`src/dbv_regs_map.svh`:
```
// Register map constants of the dual buck voltage-select and status bank.
// Assumes inclusion by bare name from files that use the constants.
`ifndef DBV_REGS_MAP_SVH
`define DBV_REGS_MAP_SVH

// ----------------------------------------------------------------------------
// Byte addresses
// ----------------------------------------------------------------------------
`define DBV_ADDR_SEL1      8'h00
`define DBV_ADDR_SEL2      8'h01
`define DBV_ADDR_COM1      8'h02
`define DBV_ADDR_COM2      8'h03
`define DBV_ADDR_STATUS    8'h04

// ----------------------------------------------------------------------------
// Reset values and write masks
// ----------------------------------------------------------------------------
`define DBV_SEL_RESET      8'h00
`define DBV_COM_RESET      8'h00
`define DBV_COM_WMASK      8'h77
`define DBV_SYNC_RESET     10'h0300

// ----------------------------------------------------------------------------
// Field positions
// ----------------------------------------------------------------------------
`define DBV_SEL_COMMIT_BIT 7
`define DBV_SEL_CODE_MSB   6
`define DBV_COM_SLEW_MSB   6
`define DBV_COM_SLEW_LSB   4
`define DBV_COM_MODE_MSB   2
`define DBV_COM_MODE_LSB   1
`define DBV_COM_OFF_BIT    0
`define DBV_STAT_OT_BIT    2
`define DBV_STAT_PG2_BIT   1
`define DBV_STAT_PG1_BIT   0

// ----------------------------------------------------------------------------
// Voltage code scale, in millivolts
// ----------------------------------------------------------------------------
`define DBV_VID_BASE_MV    11'h02A8
`define DBV_VID_STEP_MV    11'h000A

// ----------------------------------------------------------------------------
// Serial frame counts
// ----------------------------------------------------------------------------
`define DBV_BITS_PER_BYTE  4'h8
`define DBV_LAST_TX_BIT    4'h7

`endif

```
`src/dbv_pkg.sv`:
```
// Types shared by the dual buck register bank.
// Assumes nothing beyond a SystemVerilog compiler.
package dbv_pkg;

  typedef enum logic [3:0] {
    ST_IDLE = 4'h0,
    ST_ADDR = 4'h1,
    ST_AACK = 4'h2,
    ST_REG  = 4'h3,
    ST_RACK = 4'h4,
    ST_WR   = 4'h5,
    ST_WACK = 4'h6,
    ST_RD   = 4'h7,
    ST_MACK = 4'h8
  } dbv_i2c_state_t;

  typedef enum logic [1:0] {
    LL_PIN  = 2'h0,
    LL_FPWM = 2'h1,
    LL_AUTO = 2'h2,
    LL_RSVD = 2'h3
  } dbv_ll_mode_t;

  typedef enum logic [2:0] {
    IDX_SEL1   = 3'h0,
    IDX_SEL2   = 3'h1,
    IDX_COM1   = 3'h2,
    IDX_COM2   = 3'h3,
    IDX_STATUS = 3'h4,
    IDX_NONE   = 3'h7
  } dbv_reg_idx_t;

endpackage

```
`src/dbv_ramp_if.sv`:
```
// Carrier between the register bank and one channel's voltage ramp.
// Assumes both ends run on the same system clock.
`timescale 1ns/100ps
interface dbv_ramp_if;
  logic [6:0]  target_code;
  logic        commit;
  logic [2:0]  slew;
  logic        cycle_tick;
  logic [6:0]  cur_code;
  logic [10:0] cur_mv;
  logic        at_target;

  modport ctrl (output target_code, output commit, output slew, output cycle_tick,
                input cur_code, input cur_mv, input at_target);
  modport ramp (input target_code, input commit, input slew, input cycle_tick,
                output cur_code, output cur_mv, output at_target);
endinterface

```
`src/dbv_ramp.sv`:
```
// Per-channel output voltage code ramp, paced by switching cycles.
// Assumes cycle_tick is a one-clock pulse per converter switching cycle.
`timescale 1ns/100ps
`include "dbv_regs_map.svh"
module dbv_ramp (
  input  wire logic sys_clk_i,
  input  wire logic rst_i,
  dbv_ramp_if.ramp  bus
);

  logic [6:0]  div_cnt_q;
  logic [6:0]  cur_q;
  logic [10:0] mv_q;
  logic [7:0]  div_span;
  logic [6:0]  div_last;
  logic        step_due;
  logic [10:0] mv_d;

  // ----------------------------------------------------------------------------
  // Step pacing: one code step per 2^slew cycles
  // ----------------------------------------------------------------------------
  assign div_span = (8'h01 << bus.slew) - 8'h01;
  assign div_last = div_span[6:0];  // RULE2
  assign step_due = bus.cycle_tick && (div_cnt_q == div_last);
  assign mv_d     = `DBV_VID_BASE_MV + ({4'h0, cur_q} * `DBV_VID_STEP_MV);  // RULE10

  always_ff @(posedge sys_clk_i or posedge rst_i) begin
    if (rst_i) begin
      div_cnt_q <= 7'h00;
      cur_q     <= 7'h00;
      mv_q      <= `DBV_VID_BASE_MV;
    end else begin
      mv_q <= mv_d;
      // Uncommitted code tracks the register so commit starts from it, no ramp
      if (!bus.commit) begin  // RULE12
        cur_q     <= bus.target_code;
        div_cnt_q <= 7'h00;
      end else if (bus.cycle_tick) begin
        div_cnt_q <= step_due ? 7'h00 : div_cnt_q + 7'h01;
        if (step_due && cur_q < bus.target_code) begin  // RULE2
          cur_q <= cur_q + 7'h01;
        end else if (step_due && cur_q > bus.target_code) begin
          cur_q <= cur_q - 7'h01;
        end
      end
    end
  end

  assign bus.cur_code  = cur_q;
  assign bus.cur_mv    = mv_q;
  assign bus.at_target = (cur_q == bus.target_code);

endmodule

```
`src/dbv_regs.sv`:
```
// Register bank of a dual step-down converter, reached over a two-wire serial
// slave: voltage select, command and status registers with slew-paced ramps.
// Assumes all pin inputs are asynchronous and sw_cycle_i rises once per
// switching cycle at well under half the system clock rate.
//
// Summary of operation
// (RULE1) Channel-2 command sits at byte 0x03, read/write, fields zero after reset.
// (RULE2) Slew field bits 6:4 = N steps the target by one 10 mV code every 2^N switching cycles.
// (RULE3) Light-load field bits 2:1: 00 follows the mode pin, 10 is automatic pulse-skip, 11 reserved.
// (RULE4) Light-load code 01 forces PWM; the host must not write 11.
// (RULE5) Command bit 0 set to 1 shuts the channel down in software; 0 leaves it enabled.
// (RULE6) Status at byte 0x04 is read-only, zero by default, bits 7:3 reserved.
// (RULE7) Status bit 2 reads 1 while the die is above 125 C.
// (RULE8) Status bit 1 reads 1 while output 2 is in its power-good window.
// (RULE9) Status bit 0 reads 1 while output 1 is in its power-good window.
// (RULE10) A 7-bit code maps to 680 mV plus 10 mV per step, 0x7F giving 1950 mV.
// (RULE11) Reserved command and status bits read zero and ignore writes.
// (RULE12) Voltage-select bit 7 must be 1 for the code to replace the start-up voltage; here bit 7 at 0 applies it at once, bit 7 at 1 ramps to it.
// (RULE13) In parallel current-sharing mode channel 2 follows the channel-1 registers.
// (RULE14) Register writes are refused while both hardware enable pins are low.
`timescale 1ns/100ps
`include "dbv_regs_map.svh"
module dbv_regs #(
  parameter logic [6:0] DEV_ADDR = 7'h60
) (
  input  wire logic             sys_clk_i,
  input  wire logic             rst_i,
  input  wire logic             scl_i,
  input  wire logic             sda_i,
  output wire logic             sda_o,
  output wire logic             sda_oe_o,
  input  wire logic             channel1_hw_enable_pin_i,
  input  wire logic             channel2_hw_enable_pin_i,
  input  wire logic             share_mode_i,
  input  wire logic             mode_pin_i,
  input  wire logic             die_over_temp_i,
  input  wire logic             output1_in_regulation_i,
  input  wire logic             output2_in_regulation_i,
  input  wire logic             sw_cycle_i,
  output wire logic [1:0][6:0]  vid_code_o,
  output wire logic [1:0][10:0] vid_mv_o,
  output wire logic [1:0]       vid_active_o,
  output wire logic [1:0]       vid_settled_o,
  output wire logic [1:0]       output_off_o,
  output wire logic [1:0]       light_load_skip_o
);

  // ----------------------------------------------------------------------------
  // Elaboration checks
  // ----------------------------------------------------------------------------
  // Reserved low addresses would collide with bus special codes
  if (DEV_ADDR < 7'h08) begin : g_bad_addr
    $error("DEV_ADDR falls in the reserved address range");
  end

  // ----------------------------------------------------------------------------
  // Address decode
  // ----------------------------------------------------------------------------
  function automatic dbv_pkg::dbv_reg_idx_t reg_index(input logic [7:0] addr);
    if (addr == `DBV_ADDR_SEL1) begin
      return dbv_pkg::IDX_SEL1;
    end else if (addr == `DBV_ADDR_SEL2) begin
      return dbv_pkg::IDX_SEL2;
    end else if (addr == `DBV_ADDR_COM1) begin
      return dbv_pkg::IDX_COM1;
    end else if (addr == `DBV_ADDR_COM2) begin
      return dbv_pkg::IDX_COM2;
    end else if (addr == `DBV_ADDR_STATUS) begin
      return dbv_pkg::IDX_STATUS;
    end else begin
      return dbv_pkg::IDX_NONE;
    end
  endfunction

  // ----------------------------------------------------------------------------
  // Input synchronisers
  // ----------------------------------------------------------------------------
  logic [9:0] async_in;
  logic [9:0] meta_q;
  logic [9:0] sync_q;
  logic       scl_prev_q;
  logic       sda_prev_q;
  logic       tick_prev_q;

  assign async_in = {scl_i, sda_i, channel1_hw_enable_pin_i, channel2_hw_enable_pin_i, share_mode_i,
                     mode_pin_i, die_over_temp_i, output2_in_regulation_i, output1_in_regulation_i,
                     sw_cycle_i};

  always_ff @(posedge sys_clk_i or posedge rst_i) begin
    if (rst_i) begin
      meta_q      <= `DBV_SYNC_RESET;
      sync_q      <= `DBV_SYNC_RESET;
      scl_prev_q  <= 1'b1;
      sda_prev_q  <= 1'b1;
      tick_prev_q <= 1'b0;
    end else begin
      meta_q      <= async_in;
      sync_q      <= meta_q;
      scl_prev_q  <= sync_q[9];
      sda_prev_q  <= sync_q[8];
      tick_prev_q <= sync_q[0];
    end
  end

  wire scl_s      = sync_q[9];
  wire sda_s      = sync_q[8];
  wire ch1_en_s   = sync_q[7];
  wire ch2_en_s   = sync_q[6];
  wire share_s    = sync_q[5];
  wire modepin_s  = sync_q[4];
  wire ot_s       = sync_q[3];
  wire pg2_s      = sync_q[2];
  wire pg1_s      = sync_q[1];
  wire tick_s     = sync_q[0];

  wire scl_rise    = scl_s & ~scl_prev_q;
  wire scl_fall    = ~scl_s & scl_prev_q;
  wire start_det   = scl_s & scl_prev_q & sda_prev_q & ~sda_s;
  wire stop_det    = scl_s & scl_prev_q & ~sda_prev_q & sda_s;
  wire cycle_pulse = tick_s & ~tick_prev_q;
  wire hw_shutdown = ~ch1_en_s & ~ch2_en_s;

  // ----------------------------------------------------------------------------
  // Serial slave state machine
  // ----------------------------------------------------------------------------
  dbv_pkg::dbv_i2c_state_t state_q;
  logic [3:0]              bit_cnt_q;
  logic [7:0]              shift_q;
  logic [7:0]              tx_q;
  logic [7:0]              ptr_q;
  logic                    rw_q;
  logic                    nack_q;
  logic [7:0]              rd_byte;
  logic [7:0]              status_byte;
  logic [1:0][7:0]         sel_q;
  logic [1:0][7:0]         com_q;
  dbv_pkg::dbv_reg_idx_t   reg_idx;

  assign reg_idx = reg_index(ptr_q);

  always_ff @(posedge sys_clk_i or posedge rst_i) begin
    if (rst_i) begin
      state_q   <= dbv_pkg::ST_IDLE;
      bit_cnt_q <= 4'h0;
      shift_q   <= 8'h00;
      tx_q      <= 8'h00;
      ptr_q     <= 8'h00;
      rw_q      <= 1'b0;
      nack_q    <= 1'b0;
    end else if (start_det) begin
      state_q   <= dbv_pkg::ST_ADDR;
      bit_cnt_q <= 4'h0;
    end else if (stop_det) begin
      state_q <= dbv_pkg::ST_IDLE;
    end else if (scl_rise) begin
      case (state_q)
        dbv_pkg::ST_ADDR, dbv_pkg::ST_REG, dbv_pkg::ST_WR: begin
          shift_q   <= {shift_q[6:0], sda_s};
          bit_cnt_q <= bit_cnt_q + 4'h1;
        end
        dbv_pkg::ST_MACK: nack_q <= sda_s;
        default: ;
      endcase
    end else if (scl_fall) begin
      case (state_q)
        dbv_pkg::ST_ADDR: begin
          if (bit_cnt_q == `DBV_BITS_PER_BYTE) begin
            rw_q    <= shift_q[0];
            state_q <= (shift_q[7:1] == DEV_ADDR) ? dbv_pkg::ST_AACK : dbv_pkg::ST_IDLE;
          end
        end
        dbv_pkg::ST_AACK: begin
          bit_cnt_q <= 4'h0;
          if (rw_q) begin
            tx_q    <= rd_byte;
            ptr_q   <= ptr_q + 8'h01;
            state_q <= dbv_pkg::ST_RD;
          end else begin
            state_q <= dbv_pkg::ST_REG;
          end
        end
        dbv_pkg::ST_REG: begin
          if (bit_cnt_q == `DBV_BITS_PER_BYTE) begin
            ptr_q   <= shift_q;
            state_q <= dbv_pkg::ST_RACK;
          end
        end
        dbv_pkg::ST_RACK: begin
          bit_cnt_q <= 4'h0;
          state_q   <= dbv_pkg::ST_WR;
        end
        dbv_pkg::ST_WR: begin
          if (bit_cnt_q == `DBV_BITS_PER_BYTE) begin
            state_q <= dbv_pkg::ST_WACK;
          end
        end
        dbv_pkg::ST_WACK: begin
          bit_cnt_q <= 4'h0;
          ptr_q     <= ptr_q + 8'h01;
          state_q   <= dbv_pkg::ST_WR;
        end
        dbv_pkg::ST_RD: begin
          if (bit_cnt_q == `DBV_LAST_TX_BIT) begin
            bit_cnt_q <= 4'h0;
            state_q   <= dbv_pkg::ST_MACK;
          end else begin
            tx_q      <= {tx_q[6:0], 1'b0};
            bit_cnt_q <= bit_cnt_q + 4'h1;
          end
        end
        dbv_pkg::ST_MACK: begin
          if (nack_q) begin
            state_q <= dbv_pkg::ST_IDLE;
          end else begin
            tx_q    <= rd_byte;
            ptr_q   <= ptr_q + 8'h01;
            state_q <= dbv_pkg::ST_RD;
          end
        end
        default: state_q <= dbv_pkg::ST_IDLE;
      endcase
    end
  end

  // Acknowledge our address and every written byte, drive zero read bits low; the line is only pulled
  wire ack_slot = (state_q == dbv_pkg::ST_AACK) || (state_q == dbv_pkg::ST_RACK) ||
                  (state_q == dbv_pkg::ST_WACK);
  assign sda_oe_o = ack_slot || ((state_q == dbv_pkg::ST_RD) && !tx_q[7]);
  assign sda_o    = 1'b0;

  // ----------------------------------------------------------------------------
  // Register read path
  // ----------------------------------------------------------------------------
  assign status_byte = {5'h00, ot_s, pg2_s, pg1_s};  // RULE6 RULE7 RULE8 RULE9 RULE11

  assign rd_byte = (reg_idx == dbv_pkg::IDX_SEL1)   ? sel_q[0] :
                   (reg_idx == dbv_pkg::IDX_SEL2)   ? sel_q[1] :
                   (reg_idx == dbv_pkg::IDX_COM1)   ? com_q[0] :
                   (reg_idx == dbv_pkg::IDX_COM2)   ? com_q[1] :  // RULE1
                   (reg_idx == dbv_pkg::IDX_STATUS) ? status_byte :
                   8'h00;

  // ----------------------------------------------------------------------------
  // Register write path and per-channel control
  // ----------------------------------------------------------------------------
  // Update lands on the clock fall closing the data byte, ahead of its ack
  wire wr_fire = scl_fall && (state_q == dbv_pkg::ST_WR) && (bit_cnt_q == `DBV_BITS_PER_BYTE) &&
                 !hw_shutdown;  // RULE14

  logic [1:0] off_q;
  logic [1:0] skip_q;

  for (genvar ch = 0; ch < 2; ch++) begin : g_ch
    wire sel_hit = wr_fire && (reg_idx == dbv_pkg::dbv_reg_idx_t'(dbv_pkg::IDX_SEL1 + ch));
    wire com_hit = wr_fire && (reg_idx == dbv_pkg::dbv_reg_idx_t'(dbv_pkg::IDX_COM1 + ch));

    always_ff @(posedge sys_clk_i or posedge rst_i) begin
      if (rst_i) begin
        sel_q[ch] <= `DBV_SEL_RESET;
        com_q[ch] <= `DBV_COM_RESET;  // RULE1
      end else begin
        if (sel_hit) begin
          sel_q[ch] <= shift_q;
        end
        if (com_hit) begin
          com_q[ch] <= shift_q & `DBV_COM_WMASK;  // RULE1 RULE11
        end
      end
    end

    // Shared mode: channel 2 mirrors channel 1 so both phases agree
    wire [7:0] eff_sel = (ch == 1 && share_s) ? sel_q[0] : sel_q[ch];  // RULE13
    wire [7:0] eff_com = (ch == 1 && share_s) ? com_q[0] : com_q[ch];  // RULE13
    dbv_pkg::dbv_ll_mode_t ll_mode;
    assign ll_mode = dbv_pkg::dbv_ll_mode_t'(eff_com[`DBV_COM_MODE_MSB:`DBV_COM_MODE_LSB]);

    // Reserved code falls back to the pin rather than an undefined mode
    wire skip_d = (ll_mode == dbv_pkg::LL_AUTO) ? 1'b1 :  // RULE3
                  (ll_mode == dbv_pkg::LL_FPWM) ? 1'b0 :  // RULE4
                  modepin_s;                              // RULE3

    always_ff @(posedge sys_clk_i or posedge rst_i) begin
      if (rst_i) begin
        off_q[ch]  <= 1'b0;
        skip_q[ch] <= 1'b0;
      end else begin
        off_q[ch]  <= eff_com[`DBV_COM_OFF_BIT];  // RULE5
        skip_q[ch] <= skip_d;
      end
    end

    dbv_ramp_if rbus ();
    assign rbus.target_code = eff_sel[`DBV_SEL_CODE_MSB:0];
    assign rbus.commit      = eff_sel[`DBV_SEL_COMMIT_BIT];  // RULE12
    assign rbus.slew        = eff_com[`DBV_COM_SLEW_MSB:`DBV_COM_SLEW_LSB];  // RULE2
    assign rbus.cycle_tick  = cycle_pulse;

    dbv_ramp u_ramp (
      .sys_clk_i (sys_clk_i),
      .rst_i     (rst_i),
      .bus       (rbus.ramp)
    );

    assign vid_code_o[ch]    = rbus.cur_code;
    assign vid_mv_o[ch]      = rbus.cur_mv;  // RULE10
    assign vid_active_o[ch]  = rbus.commit;
    assign vid_settled_o[ch] = rbus.at_target;
  end

  assign output_off_o      = off_q;
  assign light_load_skip_o = skip_q;

endmodule

```
`config.mk`:
```
export PLATFORM = sky130hd
export DESIGN_NAME = dbv_regs
export DESIGN_NICKNAME = d
export VERILOG_FILES = /design/src/dbv_pkg.sv /design/src/dbv_ramp_if.sv /design/src/dbv_ramp.sv /design/src/dbv_regs.sv
export VERILOG_INCLUDE_DIRS = /design/src
export SDC_FILE = /design/constraint.sdc
export NUM_CORES = 1
export LEC_CHECK = 0
export BUFFER_PORTS_ARGS = -buffer_cell sky130_fd_sc_hd__buf_2
export CAP_MARGIN = 25
export CORE_ASPECT_RATIO = 1.4
export CORE_MARGIN = 2
export CORE_UTILIZATION = 50
export CTS_CLUSTER_SIZE = 14
export DETAILED_ROUTE_END_ITERATION = 16
export HOLD_SLACK_MARGIN = 0.1
export PLACE_DENSITY = 0.74
export SLEW_MARGIN = 20
export SYNTH_ARGS = -nofsm -noshare
export SYNTH_HDL_FRONTEND = slang
export SYNTH_HIERARCHICAL = 1
export SYNTH_SLANG_ARGS = --single-unit
```
`constraint.sdc`:
```
create_clock -name sys_clk_i -period 5.25 [get_ports sys_clk_i]
set_input_delay 0.525 -clock sys_clk_i [delete_from_list [all_inputs] [get_ports sys_clk_i]]
set_output_delay 0.525 -clock sys_clk_i [all_outputs]
set_load 0.02 [all_outputs]
```
# Word level (Yosys, flattened, before mapping)
# Cells that the tools add are included.
dict set report totals {
  latch_bits 0
  mem_bits_rw 0
  n_memories 0
  word_cells 202
  output_inout_bits 46
  mem_bits_ro 0
  register_bits 139
}
dict set report classes {
  n_div 0
  n_shift 2
  n_eq_ne 42
  n_addsub 12
  reduce_logical 38
  bitwise_logic 19
  n_lt_le_gt_ge 4
  multipliers 2
  muxes 57
}
# operator n
set op_table {}
lappend op_table {{$mux 7} 17}
lappend op_table {{$mux 8} 9}
lappend op_table {{$mux 4} 14}
lappend op_table {{$pmux 8 s4} 1}
lappend op_table {{$add 7x1->7 const B} 4}
lappend op_table {{$eq 7x7->1} 4}
lappend op_table {{$pmux 4 s7} 1}
lappend op_table {{$sub 7x1->7 const B} 4}
lappend op_table {{$pmux 8 s3} 1}
lappend op_table {{$add 10x11->11 const A} 2}
lappend op_table {{$mux 3} 7}
lappend op_table {{$eq 4x3->1 const B} 5}
lappend op_table {{$mul 7x3->10 const B} 2}
lappend op_table {{$eq 8x2->1 const B} 2}
lappend op_table {{$reduce_and 8->1} 2}
lappend op_table {{$gt 7x7->1} 2}
lappend op_table {{$logic_and 1x1->1} 14}
lappend op_table {{$lt 7x7->1} 2}
lappend op_table {{$shl 1x3->7 const A} 2}
lappend op_table {{$ne 3x1->1 const B} 4}
lappend op_table {{$ne 4x4->1 const B} 3}
lappend op_table {{$reduce_and 4->1} 3}
lappend op_table {{$reduce_and 6->1} 2}
lappend op_table {{$ne 2x2->1 const B} 5}
lappend op_table {{29 further kinds} 64}

# Logic depth before layout (Yosys ltp)
# Gate-level depths: netlist of run 1.
dict set report depth {
  ltp_word 14
  mapped_depth 18
  ltp_nobuf 16
}

# Modules after synthesis
# Netlist of run 1, hierarchy kept.
# mod area_each_um2 cells_per_inst n_inst
set modules_own_cells {}
lappend modules_own_cells {dbv_regs 4500.6 424 1}
lappend modules_own_cells {dbv_ramp 2118.3 230 2}

# Worst setup path after synthesis of run 1
# OpenSTA, ideal clock, no wires.
dict set report synth_path {
  path_type {register to register}
  start {register sync_q[5]}
  end {register g_ch[1].u_ramp.cur_q[6]}
  setup_slack_ns 1.021
  stages_incl_launch_ff 17
  arrival_time_ns 4.133
  cell_sequence {dfrtp_1 > clkbuf_1 > clkbuf_1 > mux2_2 > buf_6 > nand2_1 > o21ai_0 > a2111oi_4 > nand3_4 > or2_1 > fa_1 > a211oi_1 > o21bai_1 > a21oi_1 > xor2_1 > mux2_1 > o31ai_1}
}
dict set report synth_between {
  elab_chain_len 9
  word_cells_on_any_way 16
  cone_classes {add/sub (1); order compare (2); eq/ne (3); shift (1); mux (5); reduce/logical (4)}
}
# item line_no
set synth_lines {}
lappend synth_lines {{from (decl)} dbv_regs.sv:80} ;# logic [9:0] sync_q;
lappend synth_lines {{from (signal assigned)} dbv_regs.sv:92} ;# sync_q <= `DBV_SYNC_RESET;
lappend synth_lines {{from (signal assigned)} dbv_regs.sv:98} ;# sync_q <= meta_q;
lappend synth_lines {{$mux 7 (*)} dbv_regs.sv:273} ;# wire [7:0] eff_com = (ch == 1 && share_s) ? com_q[0] : com_q[ch];
lappend synth_lines {{named net g_ch[1].eff_com[5]} dbv_regs.sv:273}
lappend synth_lines {{$shl 1x3->7 (*)} dbv_ramp.sv:22} ;# assign div_span = (8'h01 << bus.slew) - 8'h01;
lappend synth_lines {{$sub 7x1->7 (*)} dbv_ramp.sv:22}
lappend synth_lines {{$eq 7x7->1 (*)} dbv_ramp.sv:24} ;# assign step_due = bus.cycle_tick && (div_cnt_q == div_last);
lappend synth_lines {{$logic_and 1x1->1 (*)} dbv_ramp.sv:24}
lappend synth_lines {{$logic_and 1x1->1} dbv_ramp.sv:40} ;# if (step_due && cur_q < bus.target_code) begin
lappend synth_lines {{$mux 7} dbv_ramp.sv:40}
lappend synth_lines {{$mux 7} dbv_ramp.sv:38} ;# end else if (bus.cycle_tick) begin
lappend synth_lines {{$mux 7} dbv_ramp.sv:35} ;# if (!bus.commit) begin
lappend synth_lines {{to (signal assigned)} dbv_ramp.sv:36} ;# cur_q <= bus.target_code;
lappend synth_lines {{to (signal assigned)} dbv_ramp.sv:41} ;# cur_q <= cur_q + 7'h01;
lappend synth_lines {{to (signal assigned)} dbv_ramp.sv:43} ;# cur_q <= cur_q - 7'h01;
lappend synth_lines {{to (decl)} dbv_ramp.sv:12} ;# logic [6:0] cur_q;
# The timed path passes the listed nets; every way through them passes the cells marked *. The select of a mux whose other input is x is not followed.
# A chain may end at the register's enable or synchronous reset.

# Worst setup path in the final report of run 1
# Same ends and word-level chain as after synthesis.

==> metrics, run 1 <==
Netlist Area Pre-Place=8737 um2; clk slew on worst S/H paths=roughly 0.060 ns; Tmin final=4.332 ns; DR vias/cell=5.832; CTS buffer count=17; status=finished clean; metal2 WL=10.12 mm; Area Growth Syn to Fin=10.47%; syn avg cell area=9.884 um2; Leakage=4.328 nW; Post-synth EDFFs=0; Arr. time, crit path=4.66 ns; worst relative slew slack=36.07%; type of origin of the critical path=flip-flop; Initial Utilization=between 50% and 60%; boundary pin count=58; Slew Limit Fails=0; worst hold path type=in2reg; Routed WL per cell=16.77 um; Post-Place Cells=1124; fraction of layout cells with a size suffix above 1=roughly a fifth; final worst path period share=about 83%; Max IR drop VDD=0.2729 mV; Final Hold Slack=0.1981 ns; Final Non-Filler Cells=between 1k and 1.5k; Root Driver=clkbuf_16; CTS Buffer Depth=2; post-synthesis cell type count=82; PortBufs=54; Initial DRT Pass Iterations=6; Post-synth ARST share=100.0%; fillers=~1.6k; GRT overflow=0; Post-Synthesis Cells=884; fin nets=between 900 and 1k; RSZ-0062 raised after global routing=no; Worst EP required=5.58 ns; Placer Congestion=0.8828; antenna-violating nets left=0; skew final=about 0.01 ns; Final Total Pwr=about 0.0023 W; crit path kind=reg2reg; Post-Syn Nets=957; die width=115.7 um; Main synth FF type=dfrtp_1; WL final=roughly 19 mm; initial drt markers=490; commonest non-fill, non-tap cell in the layout=dfrtp_1; Sinks on Clock Net=137; ant diodes=0; Cell Pwr Density=239.2 nW/um2; top cell type by total area after synthesis=dfrtp_1; Setup TNS=0 ns; share of the synthesized area in the top cell type=35.23%; Synth area leaders=dfrtp_1 (35%), ha_1 (8.2%), mux2_2 (5.5%), dfstp_2 (4.2%), a21oi_1 (3.1%); Max FO, Critical Path=16; largest net degree at the start of global routing=48; DR top layer=met4; final routed DRC violation total=0; vias=6759; die area=18560 um2; post-synthesis sequential area ratio=39.44%; synthesized flop and latch total=137; worst slew pin tran=around 0.96 ns; setup violators final=0; Max Clk Rate=about 0.23 GHz; CP Capture Type=flip-flop; TritonCTS clock tree=built; htree depth=4; Skew-Pair Late Insertion Delay=0.42 ns; Fin. Hold Viols=0; routed length on met1=between 8 and 9 mm; GRT Total Usage=21.60%; first-pass GRT wire length=31.93 mm; most frequent cells in the layout=dfrtp_1 (123), nand2_1 (70), ha_1 (57), buf_2 (55), a21oi_1 (54); vias in the first global route=6532; Ys Warns=6; std cell rows=57; initial antenna violation count=0; Die H=approximately 160 um; total core area=17260 um2; Met3 Wirelength=636 um; max cap viols=0; Final HPWL DP=between 10 and 15 mm
kinds of logic (layout without fill, tap and decap cells):
group | Yosys count | after routing | share of synthesized area [%]
AOI/OAI and AO/OA | 237 | 237 | 18.79
xor gates and xnor gates | 31 | 31 | 3.108
adders and majority gates | 61 | 61 | 9.079
buffers and inverters | 94 | 133 | 4.955
DFF | 137 | 137 | 39.44
muxes | 70 | 70 | 9.008
other | 3 | 3 | 0.1289
and+or+nand+nor | 251 | 251 | 15.49
synth_stat cells, types with 6 or more instances:
master	count
a22oi_1	7
o221ai_1	6
o211ai_1	7
xor2_1	7
ha_1	57
nand2b_1	15
xnor2_1	24
nand2_1	70
a31oi_1	20
and2_1	9
o31a_1	6
dfrtp_1	123
a21oi_1	54
a21o_1	9
nand3_1	22
nor3_1	18
o21a_1	6
nor2b_1	20
a211oi_1	7
dfstp_2	14
clkbuf_1	26
o21ai_0	36
buf_4	13
mux2_4	6
mux2i_1	19
o31ai_1	12
buf_2	6
nand4b_1	6
o22ai_1	13
mux2_2	43
inv_1	41
nor2_1	45
nor3b_1	6
layer usage:
| metal | track usage [%] | vias to the layer above |
|---|---|---|
| met5 | 0 | - |
| met4 | 9.145 | 0 |
| met3 | 3.396 | 33 |
| met2 | 37.64 | 161 |
| met1 | 26.21 | 3290 |
| li1 | - | 3275 |
where the power goes:
| group | leakage [nW] | switching [W] | internal (W) | total, W |
|---|---|---|---|---|
| Combinational | 2.24 | 0.0000506 | 0.0000258 | 0.0000764 |
| Sequential | 1.82 | 0.0000216 | 0.00107 | 0.00110 |
| Clock | 0.266 | 0.000453 | 0.000683 | 0.00114 |
timing repair:
action | 4_1_cts | 5_1_grt
hold endpoints to repair | 0 | 7
buffers inserted | 0 | 0
hold buffers | 0 | 1
setup endpoints to repair | 0 | 0
gates resized for setup | 0 | 0
stage by stage:
| stage | util (%) | setup WS (ns) | area [um2] |
|---|---|---|---|
| final | 55.92 | 0.9177 | 9652 |
| after global routing | 55.92 | 0.6473 | 9652 |
| after CTS | 55.69 | 0.9415 | 9612 |
| after detailed placement | 52.41 | 0.9780 | 9045 |
| after global placement | 52.38 | 1.070 | 9040 |
| after floorplan | - | 1.021 | 8737 |
registers in the layout (all words and copies together), names as in the netlist, 8 cells and up:
name and count:
g_ch.eff_sel 8, g_ch.u_ramp/bus.cur_code 14, g_ch.u_ramp/bus.cur_mv 20, g_ch.u_ramp/div_cnt_q 14
meta_q 10, ptr_q 8, sel_q 8, shift_q 8
sync_q 10, tx_q 8
area by class of cell:
cell class | instances | area, um2 | share of cell area, %
Inverter | 41 | 155.1 | 1.607
Tap cell | 236 | 295.3 | 3.059
Sequential cell | 137 | 3446 | 35.70
Clock inverter | 12 | 100.1 | 1.037
Clock buffer | 20 | 466.7 | 4.835
Multi-Input combinational cell | 653 | 4858 | 50.34
Timing Repair Buffer | 60 | 330.3 | 3.422
worst paths after layout:
path	startpoint	to	slack, ns	depth (start not counted)
max	sync_q[5]	g_ch[1].u_ramp/bus.cur_code[6]	0.92	13
max in group asynchronous	rst_i	g_ch[0].eff_com[2]	3.40	4
max reg2reg	sync_q[5]	g_ch[1].u_ramp/bus.cur_code[6]	0.92	13
min in group asynchronous	rst_i	g_ch[1].u_ramp/bus.cur_code[4]	0.62	3
min reg2reg	meta_q[3]	sync_q[3]	0.35	0
min	scl_i	meta_q[9]	0.20	1
critical path: stages (launching register included):
cell and delay, ns:
dfrtp_1 0.67, mux2_2 0.48, nor2_1 0.19, a21oi_2 0.07, a2111oi_4 0.55, nand3_4 0.21, or2_1 0.38, fa_1 0.45
a211oi_1 0.22, o21bai_1 0.10, a21oi_1 0.19, xor2_1 0.18, mux2_1 0.34, o31ai_1 0.19
(Power assumes the default switching activity.)
==> run 2, diff against run 1 <==
Settings changed: ABC_AREA from default to 1.
Clock period 5.25 ns to 4.27 ns, I/O delays scaled along.
==> run 2 against run 1 <==
  * Sequential power increased by 35%
  * Synthesized cell count increased by 17%
  * Final area decreased by 0.53%
  * Highest routed layer unchanged
  * Maximum frequency increased by 31%
  * Global-route usage increased by 0.45 points
  * Largest power group unchanged
  * Utilization increased by 1.6 points
  * Worst setup slack improved by 0.033 ns
  * Non-clock buffer count increased by 9
  * Clock skew decreased by 0.0022 ns
  * Via count increased by 3.6%
  * Wire length decreased by 2.4%
==> metrics, run 2 <==
Post-synth ARST share=100.0% (unchanged); reg2reg path depth=15 (was 13); Placer Congestion=0.8857 (was 0.8828); worst relative slew slack=54.47% (was 36.07%); TritonCTS clock tree=built (unchanged); Initial DRT Pass Iterations=5 (was 6); Slowest cell on crit path=dfrtp_1 (unchanged); hold-critical path depth=1 (unchanged); hold_sp=sw_cycle_i (was scl_i); die area=18060 um2 (was 18560 um2); total core area=16680 um2 (was 17260 um2); worst hold path type=in2reg (unchanged); largest family of logic cells by synthesized area=simple AND/OR/NAND/NOR gates (was compound AO/OA/AOI/OAI gates); Sinks on Clock Net=137 (unchanged); final routed DRC violation total=0 (unchanged); CP max stage delay=0.78 ns (was 0.67 ns); Post-Place Cells=1269 (was 1124); CTS buffer count=17 (unchanged); Routed WL per cell=14.45 um (was 16.77 um); Main synth FF type=dfrtp_1 (unchanged); Setup WS pre-CTS=0.9826 ns (was 0.9780 ns); htree depth=4 (unchanged); DR vias/cell=5.331 (was 5.832); Final HPWL DP=13.99 mm (was 13.76 mm); Netlist Area Pre-Place=8493 um2 (was 8737 um2); P_sw=0.001300 W (was 0.0005256 W); GRT Total Usage=22.05% (was 21.60%); most frequent cells in the layout=nand2_1 (261), dfrtp_1 (123), inv_1 (121), nand3_1 (69), nor2_1 (64) (was dfrtp_1 (123), nand2_1 (70), ha_1 (57), buf_2 (55), a21oi_1 (54)); Max IR drop VDD=0.3430 mV (was 0.2729 mV); worst r2r src=sync_q[5] (unchanged); Initial Utilization=50.93% (was 50.62%); Synth top cells by count=nand2_1 (261), dfrtp_1 (123), inv_1 (122), nand3_1 (69), nor2_1 (64) (was dfrtp_1 (123), nand2_1 (70), ha_1 (57), a21oi_1 (54), nor2_1 (45)); fillers=1509 (was 1560); XOR/XNOR Fraction of Synth Area=4.331% (was 3.108%); status=finished clean (unchanged); initial drt markers=401 (was 490); syn avg cell area=8.198 um2 (was 9.884 um2); Post-Synthesis Cells=1036 (was 884); clock share of power=39.5% (was 49.2%); Cell Pwr Density=403.9 nW/um2 (was 239.2 nW/um2); Ys Warns=6 (unchanged); GRT overflow=0 (unchanged); Arr. time, crit path=3.64 ns (was 4.66 ns); Sequential Power Share=38.4% (was 47.5%); commonest non-fill, non-tap cell in the layout=nand2_1 (was dfrtp_1); RSZ-0062 raised after global routing=no (unchanged); post-synthesis cell type count=49 (was 82); Post-Syn Nets=1109 (was 957); fraction of layout cells with a size suffix above 1=16.76% (was 19.61%); Synth Area in Adders=9.458% (was 9.079%); first-pass GRT wire length=31.61 mm (was 31.93 mm); antenna-violating nets left=0 (unchanged); r2r setup slk=0.95 ns (was 0.92 ns); fin nets=1170 (was 983); Leakage=4.833 nW (was 4.328 nW); Synth area leaders=dfrtp_1 (36%), nand2_1 (12%), ha_1 (8.4%), inv_1 (5.4%), dfstp_2 (4.3%) (was dfrtp_1 (35%), ha_1 (8.2%), mux2_2 (5.5%), dfstp_2 (4.2%), a21oi_1 (3.1%)); crit-path cells=nand2_1, o21ai_0, inv_1, ha_1, a21oi_1, o21ai_0, nor2_1, nand3_4, ha_1, a21o_1, a31oi_1, xor2_1, o21ai_0, nand2_1, nand2_1 (was mux2_2, nor2_1, a21oi_2, a2111oi_4, nand3_4, or2_1, fa_1, a211oi_1, o21bai_1, a21oi_1, xor2_1, mux2_1, o31ai_1); vias=6999 (was 6759); max reg flops=20 (unchanged); PortBufs=54 (unchanged); multiplexer share of the synthesized area=0.9281% (was 9.008%); Tmin final=3.319 ns (was 4.332 ns); WL final=18.98 mm (was 19.43 mm); type of origin of the critical path=flip-flop (unchanged); final worst slack=0.9508 ns (was 0.9177 ns); die width=114.2 um (was 115.7 um); Slew Limit Fails=0 (unchanged); Worst EP required=4.59 ns (was 5.58 ns); Setup TNS=0 ns (unchanged); net switching fraction of the power=33.52% (was 22.77%); boundary pin count=58 (unchanged); CTS Buffer Depth=2 (unchanged); top cell type by total area after synthesis=dfrtp_1 (unchanged); ant diodes=0 (unchanged); Max FO, Critical Path=22 (was 16); crit path kind=reg2reg (unchanged); CP Capture Type=flip-flop (unchanged); Area Growth Syn to Fin=13.04% (was 10.47%); Critical path buffers and inverters=1 (was 0); setup violators final=0 (unchanged); share of the synthesized area in the top cell type=36.24% (was 35.23%); worst slew pin tran=0.6829 ns (was 0.9590 ns); Root Driver=clkbuf_16 (unchanged); Post-synth EDFFs=0 (unchanged); max cap viols=0 (unchanged); Die H=158.2 um (was 160.4 um); family with the most delay on the worst path=compound AO/OA/AOI/OAI gates (unchanged); top-count cell post-synth=nand2_1 (was dfrtp_1); Max Clk Rate=0.3013 GHz (was 0.2308 GHz); Fin. Hold Viols=0 (unchanged); post-synthesis compound-gate area fraction=11.40% (was 18.79%); largest net degree at the start of global routing=37 (was 48); initial antenna violation count=0 (unchanged); Synth Area in Simple Gates=24.72% (was 15.49%); fin area=9600 um2 (was 9652 um2); cell internal pwr=0.002578 W (was 0.001783 W); Final Non-Filler Cells=1313 (was 1159); final worst path period share=77.73% (was 82.52%); WHS Endpoint=meta_q[0] (was meta_q[9]); Skew-Pair Late Insertion Delay=0.43 ns (was 0.42 ns); r2r endpoint=g_ch[1].u_ramp/bus.cur_code[3] (was g_ch[1].u_ramp/bus.cur_code[6]); synthesized flop and latch total=137 (unchanged); post-synthesis sequential area ratio=40.57% (was 39.44%); std cell rows=56 (was 57); clk slew on worst S/H paths=0.06 ns (about the same); skew final=0.007782 ns (was 0.009969 ns); Cell Area, Placed=8856 um2 (was 9045 um2); Comb power frac=22.1% (was 3.3%); vias in the first global route=6872 (was 6532)
==> run 2: changes by cell type after synthesis, moves of 17 or more <==
cell,previous run,this run
nor2_1,45,64
a21oi_1,54,35
nand2_1,70,261
inv_1,41,122
mux2_2,43,7
o21ai_1,4,22
nor2b_1,20,0
xor2_1,7,26
nand3_1,22,69
o21ai_0,36,53
mux2i_1,19,0
o21ai_2,0,20
clkbuf_1,26,6
==> run 2: cell type report <==
| type | count | area [um2] | area share [%] |
|---|---|---|---|
| tap | 203 | 254.0 | 2.646 |
| clock inverter | 15 | 188.9 | 1.968 |
| multi-input combinational | 735 | 4329 | 45.09 |
| clock buffer | 17 | 425.4 | 4.431 |
| inverter | 137 | 521.8 | 5.435 |
| timing repair buffer | 69 | 435.4 | 4.535 |
| sequential | 137 | 3446 | 35.89 |
==> run 2: worst max-delay path by stage <==
| stage | start | to | slack [ns] | cells after the start |
|---|---|---|---|---|
| after floorplan | sync_q[5] | g_ch[1].u_ramp/bus.cur_code[3] | 1.08 | 17 |
| after global placement | sync_q[5] | g_ch[1].u_ramp/bus.cur_code[6] | 1.07 | 20 |
| after detailed placement | sync_q[5] | g_ch[1].u_ramp/bus.cur_code[3] | 0.98 | 15 |
| after CTS | sync_q[5] | g_ch[1].u_ramp/bus.cur_code[3] | 0.97 | 15 |
| after global routing | sync_q[5] | g_ch[1].u_ramp/bus.cur_code[6] | 0.58 | 20 |
| final | sync_q[5] | g_ch[1].u_ramp/bus.cur_code[3] | 0.95 | 15 |
==> run 2: through the flow <==
stage | total power [W] | hold slack [ns] | util (%)
2_1_floorplan | 0.002134 | 0.3312 | -
3_3_place_gp | 0.002330 | 0.3340 | 52.99
3_5_place_dp | 0.002347 | 0.3358 | 53.11
4_1_cts | 0.003896 | 0.1015 | 57.39
5_1_grt | 0.004063 | 0.1019 | 57.57
6_report | 0.003877 | 0.1153 | 57.57
==> run 2: logic make-up (layout without fill, tap and decap cells) <==
kind of cell	count (synthesis)	count (layout)
flops	137	137
mux	7	7
compound gates	165	165
xor+xnor	42	42
buf+inv	164	238
simple gates	456	456
other cells	3	3
fa+ha+maj	62	62
==> run 2: layer usage <==
layer | vias to the layer above | wire, um | global-route usage, %
met3 | 42 | 649 | 4.403
met2 | 158 | 10100 | 40.59
met5 | - | 0 | 0
met1 | 3297 | 7675 | 24.70
met4 | 0 | 547 | 9.001
li1 | 3502 | - | -
==> run 2: timing repair <==
action                    4_1_cts  5_1_grt
hold endpoints to repair       27        0
hold buffers                   10        0
gates resized for setup         0        0
setup buffers                   0        0
==> run 2: power by group through the flow <==
stage / clock network [W] / registers [W] / logic [W]
2_1_floorplan: 0 / 0.00148 / 0.000650
3_3_place_gp: 0 / 0.00151 / 0.000820
3_5_place_dp: 0 / 0.00151 / 0.000835
4_1_cts: 0.00156 / 0.00149 / 0.000851
5_1_grt: 0.00161 / 0.00150 / 0.000953
6_report: 0.00153 / 0.00149 / 0.000857
==> run 3, diff against run 2 <==
Settings changed: ABC_AREA 1 to 0, PLACE_DENSITY 0.74 to 0.76.
Clock period 4.27 ns to 2.8 ns, I/O delays scaled along.
==> run 3 against run 2 <==
  * Combinational power is 77% lower
  * Final cell count grew 0.61%
  * First-iteration DRC count is 66% higher
  * Count of clock-buffer cells in the layout increased by 8
  * Clock skew grew 0.0025 ns
  * Wire length up 25%
  * The flow now finishes with violations (negative setup slack)
  * Critical endpoint is now g_ch[1].u_ramp/bus.cur_code[6]
  * Critical path type unchanged
==> metrics, run 3 (synthesis gave the netlist of run 1 again) <==
first-pass GRT wire length=36.96 mm (was 31.61 mm); TritonCTS clock tree=built (unchanged); Tmin final=3.694 ns (was 3.319 ns); CTS buffer count=17 (unchanged); Max FO, Critical Path=6 (was 22); final worst slack=-0.8936 ns (was 0.9508 ns); PortBufs=54 (unchanged); crit path kind=reg2reg (unchanged); initial antenna violation count=0 (unchanged); Die H=160.4 um (was 158.2 um); final worst path period share=131.9% (was 77.73%); skew final=0.01027 ns (was 0.007782 ns); Leakage=5.269 nW (was 4.833 nW); Final Total Pwr=0.004504 W (was 0.003877 W); fin nets=1145 (was 1170); family with the most delay on the worst path=compound AO/OA/AOI/OAI gates (unchanged); Cell Area, Placed=10180 um2 (was 8856 um2); CTS Buffer Depth=2 (unchanged); Initial DRT Pass Iterations=5 (unchanged); Final HPWL DP=15.41 mm (was 13.99 mm); largest net degree at the start of global routing=39 (was 37); DR vias/cell=5.815 (was 5.331); P_sw=0.001006 W (was 0.001300 W); crit-path cells=buf_6, mux2_4, inv_4, ha_4, nand4_1, o21ba_4, or2_4, or2_4, fa_2, a211oi_2, o21bai_1, a21oi_2, xor2_1, mux2_4, o31ai_4 (was nand2_1, o21ai_0, inv_1, ha_1, a21oi_1, o21ai_0, nor2_1, nand3_4, ha_1, a21o_1, a31oi_1, xor2_1, o21ai_0, nand2_1, nand2_1); commonest non-fill, non-tap cell in the layout=buf_4 (was nand2_1); Slew Limit Fails=0 (unchanged); fraction of layout cells with a size suffix above 1=36.77% (was 16.76%); Cell Pwr Density=392.6 nW/um2 (was 403.9 nW/um2); Sinks on Clock Net=137 (unchanged); net switching fraction of the power=22.34% (was 33.52%); Fin. Hold Viols=0 (unchanged); WL final=23.81 mm (was 18.98 mm); type of origin of the critical path=flip-flop (unchanged); clock share of power=50.1% (was 39.5%); fin area=11470 um2 (was 9600 um2); Initial Utilization=50.62% (was 50.93%); Comb power frac=4.3% (was 22.1%); die width=115.7 um (was 114.2 um); Max Clk Rate=0.2707 GHz (was 0.3013 GHz); vias=7682 (was 6999); worst hold path type=in2async (was in2reg); GRT overflow=0 (unchanged); clk slew on worst S/H paths=0.06 ns (about the same); Root Driver=clkbuf_16 (unchanged); Skew-Pair Late Insertion Delay=0.43 ns (about the same); final routed DRC violation total=0 (unchanged); CP Capture Type=flip-flop (unchanged); Critical path buffers and inverters=2 (was 1); Sequential Power Share=45.6% (was 38.4%); most frequent cells in the layout=buf_4 (144), dfrtp_1 (120), nand2_1 (70), buf_2 (54), ha_1 (42) (was nand2_1 (261), dfrtp_1 (123), inv_1 (121), nand3_1 (69), nor2_1 (64)); Worst EP required=3.15 ns (was 4.59 ns); std cell rows=57 (was 56); Max IR drop VDD=0.3465 mV (was 0.3430 mV); Area Growth Syn to Fin=31.28% (was 13.04%); status=finished, violations left (was finished clean); vias in the first global route=7594 (was 6872); Arr. time, crit path=4.04 ns (was 3.64 ns); violated checks=negative setup slack; max cap viols=0 (unchanged); antenna-violating nets left=0 (unchanged); boundary pin count=58 (unchanged); Placer Congestion=0.9065 (was 0.8857); htree depth=4 (unchanged); worst relative slew slack=52.86% (was 54.47%); cell internal pwr=0.003497 W (was 0.002578 W); ant diodes=0 (unchanged); Routed WL per cell=18.03 um (was 14.45 um); GRT Total Usage=24.95% (was 22.05%); CP max stage delay=0.47 ns (was 0.78 ns); initial drt markers=664 (was 401); RSZ-0062 raised after global routing=yes (was no); setup violators final=11 (was 0); Slowest cell on crit path=dfrtp_2 (was dfrtp_1); worst slew pin tran=0.7032 ns (was 0.6829 ns); total core area=17260 um2 (was 16680 um2); max reg flops=20 (unchanged); Final Hold Slack=0.3317 ns (was 0.1153 ns); die area=18560 um2 (was 18060 um2)
==> run 3: cell types whose count changed in the layout (fill, tap and decap cells not counted), moves of 23 or more <==
cell     change
mux2_2      +29
nor2_1      -24
buf_4      +142
nand2_1    -191
inv_1       -89
o21ai_0     -23
nand3_1     -47
==> run 3: timing repair <==
action	in CTS	in global routing
hold endpoints to repair	45	0
buffers inserted	11	9
hold buffers	11	0
gates cloned	0	1
endpoints found under the setup margin	15	17
pin swaps	20	30
resized for setup	37	48
==> run 3: power by group through the flow <==
stage | registers (W) | clock network, W | logic, W
after global routing | 0.00206 | 0.00236 | 0.000215
after detailed placement | 0.00209 | 0 | 0.000167
after global placement | 0.00208 | 0 | 0.000162
after floorplan | 0.00207 | 0 | 0.000113
final | 0.00205 | 0.00226 | 0.000194
after CTS | 0.00205 | 0.00228 | 0.000185
==> run 3: metrics by stage <==
stage	TNS, ns	util (%)	cells	worst slack [ns]
after detailed placement	-5.441	58.99	1256	-0.9263
after CTS	-3.936	64.28	1310	-0.7797
after global routing	-5.967	66.46	1321	-1.010
after global placement	-4.732	58.99	1256	-0.8297
after floorplan	-3.554	-	884	-0.9270
final	-4.758	66.46	1321	-0.8936
==> run 3: routing by layer <==
metal	vias up	GRT usage, %	share of wire (%)
met5	-	0	0
met4	0	10.82	3.8
met3	74	4.755	3.7
met2	230	42.69	53
met1	3786	30.34	40
li1	3592	-	-
==> run 3: layout make-up <==
cell class	count	area, um2
Inverter	41	165.2
Sequential cell	137	3450
Multi-Input combinational cell	654	5331
Clock inverter	7	91.34
Timing Repair Buffer	221	1642
Clock buffer	25	495.5
Tap cell	236	295.3
Fill cell	1309	5789
==> run 3: final timing paths <==
path                           start                              to  slack, ns  cells after the start
setup / recovery           sync_q[5]  g_ch[1].u_ramp/bus.cur_code[6]      -0.89                     15
hold / removal                 rst_i     g_ch[1].u_ramp/div_cnt_q[1]       0.33                      3
setup reg to reg           sync_q[5]  g_ch[1].u_ramp/bus.cur_code[6]      -0.89                     15
hold reg to reg            meta_q[3]                       sync_q[3]       0.35                      0
max in group asynchronous      rst_i                       sync_q[8]       1.56                      4
min in group sys_clk_i     meta_q[3]                       sync_q[3]       0.35                      0
==> run 3: tightest hold or removal path: stages <==
cell,delay (ns)
dlygate4sd3_1,0.53
buf_2,0.14
clkinv_1,0.18
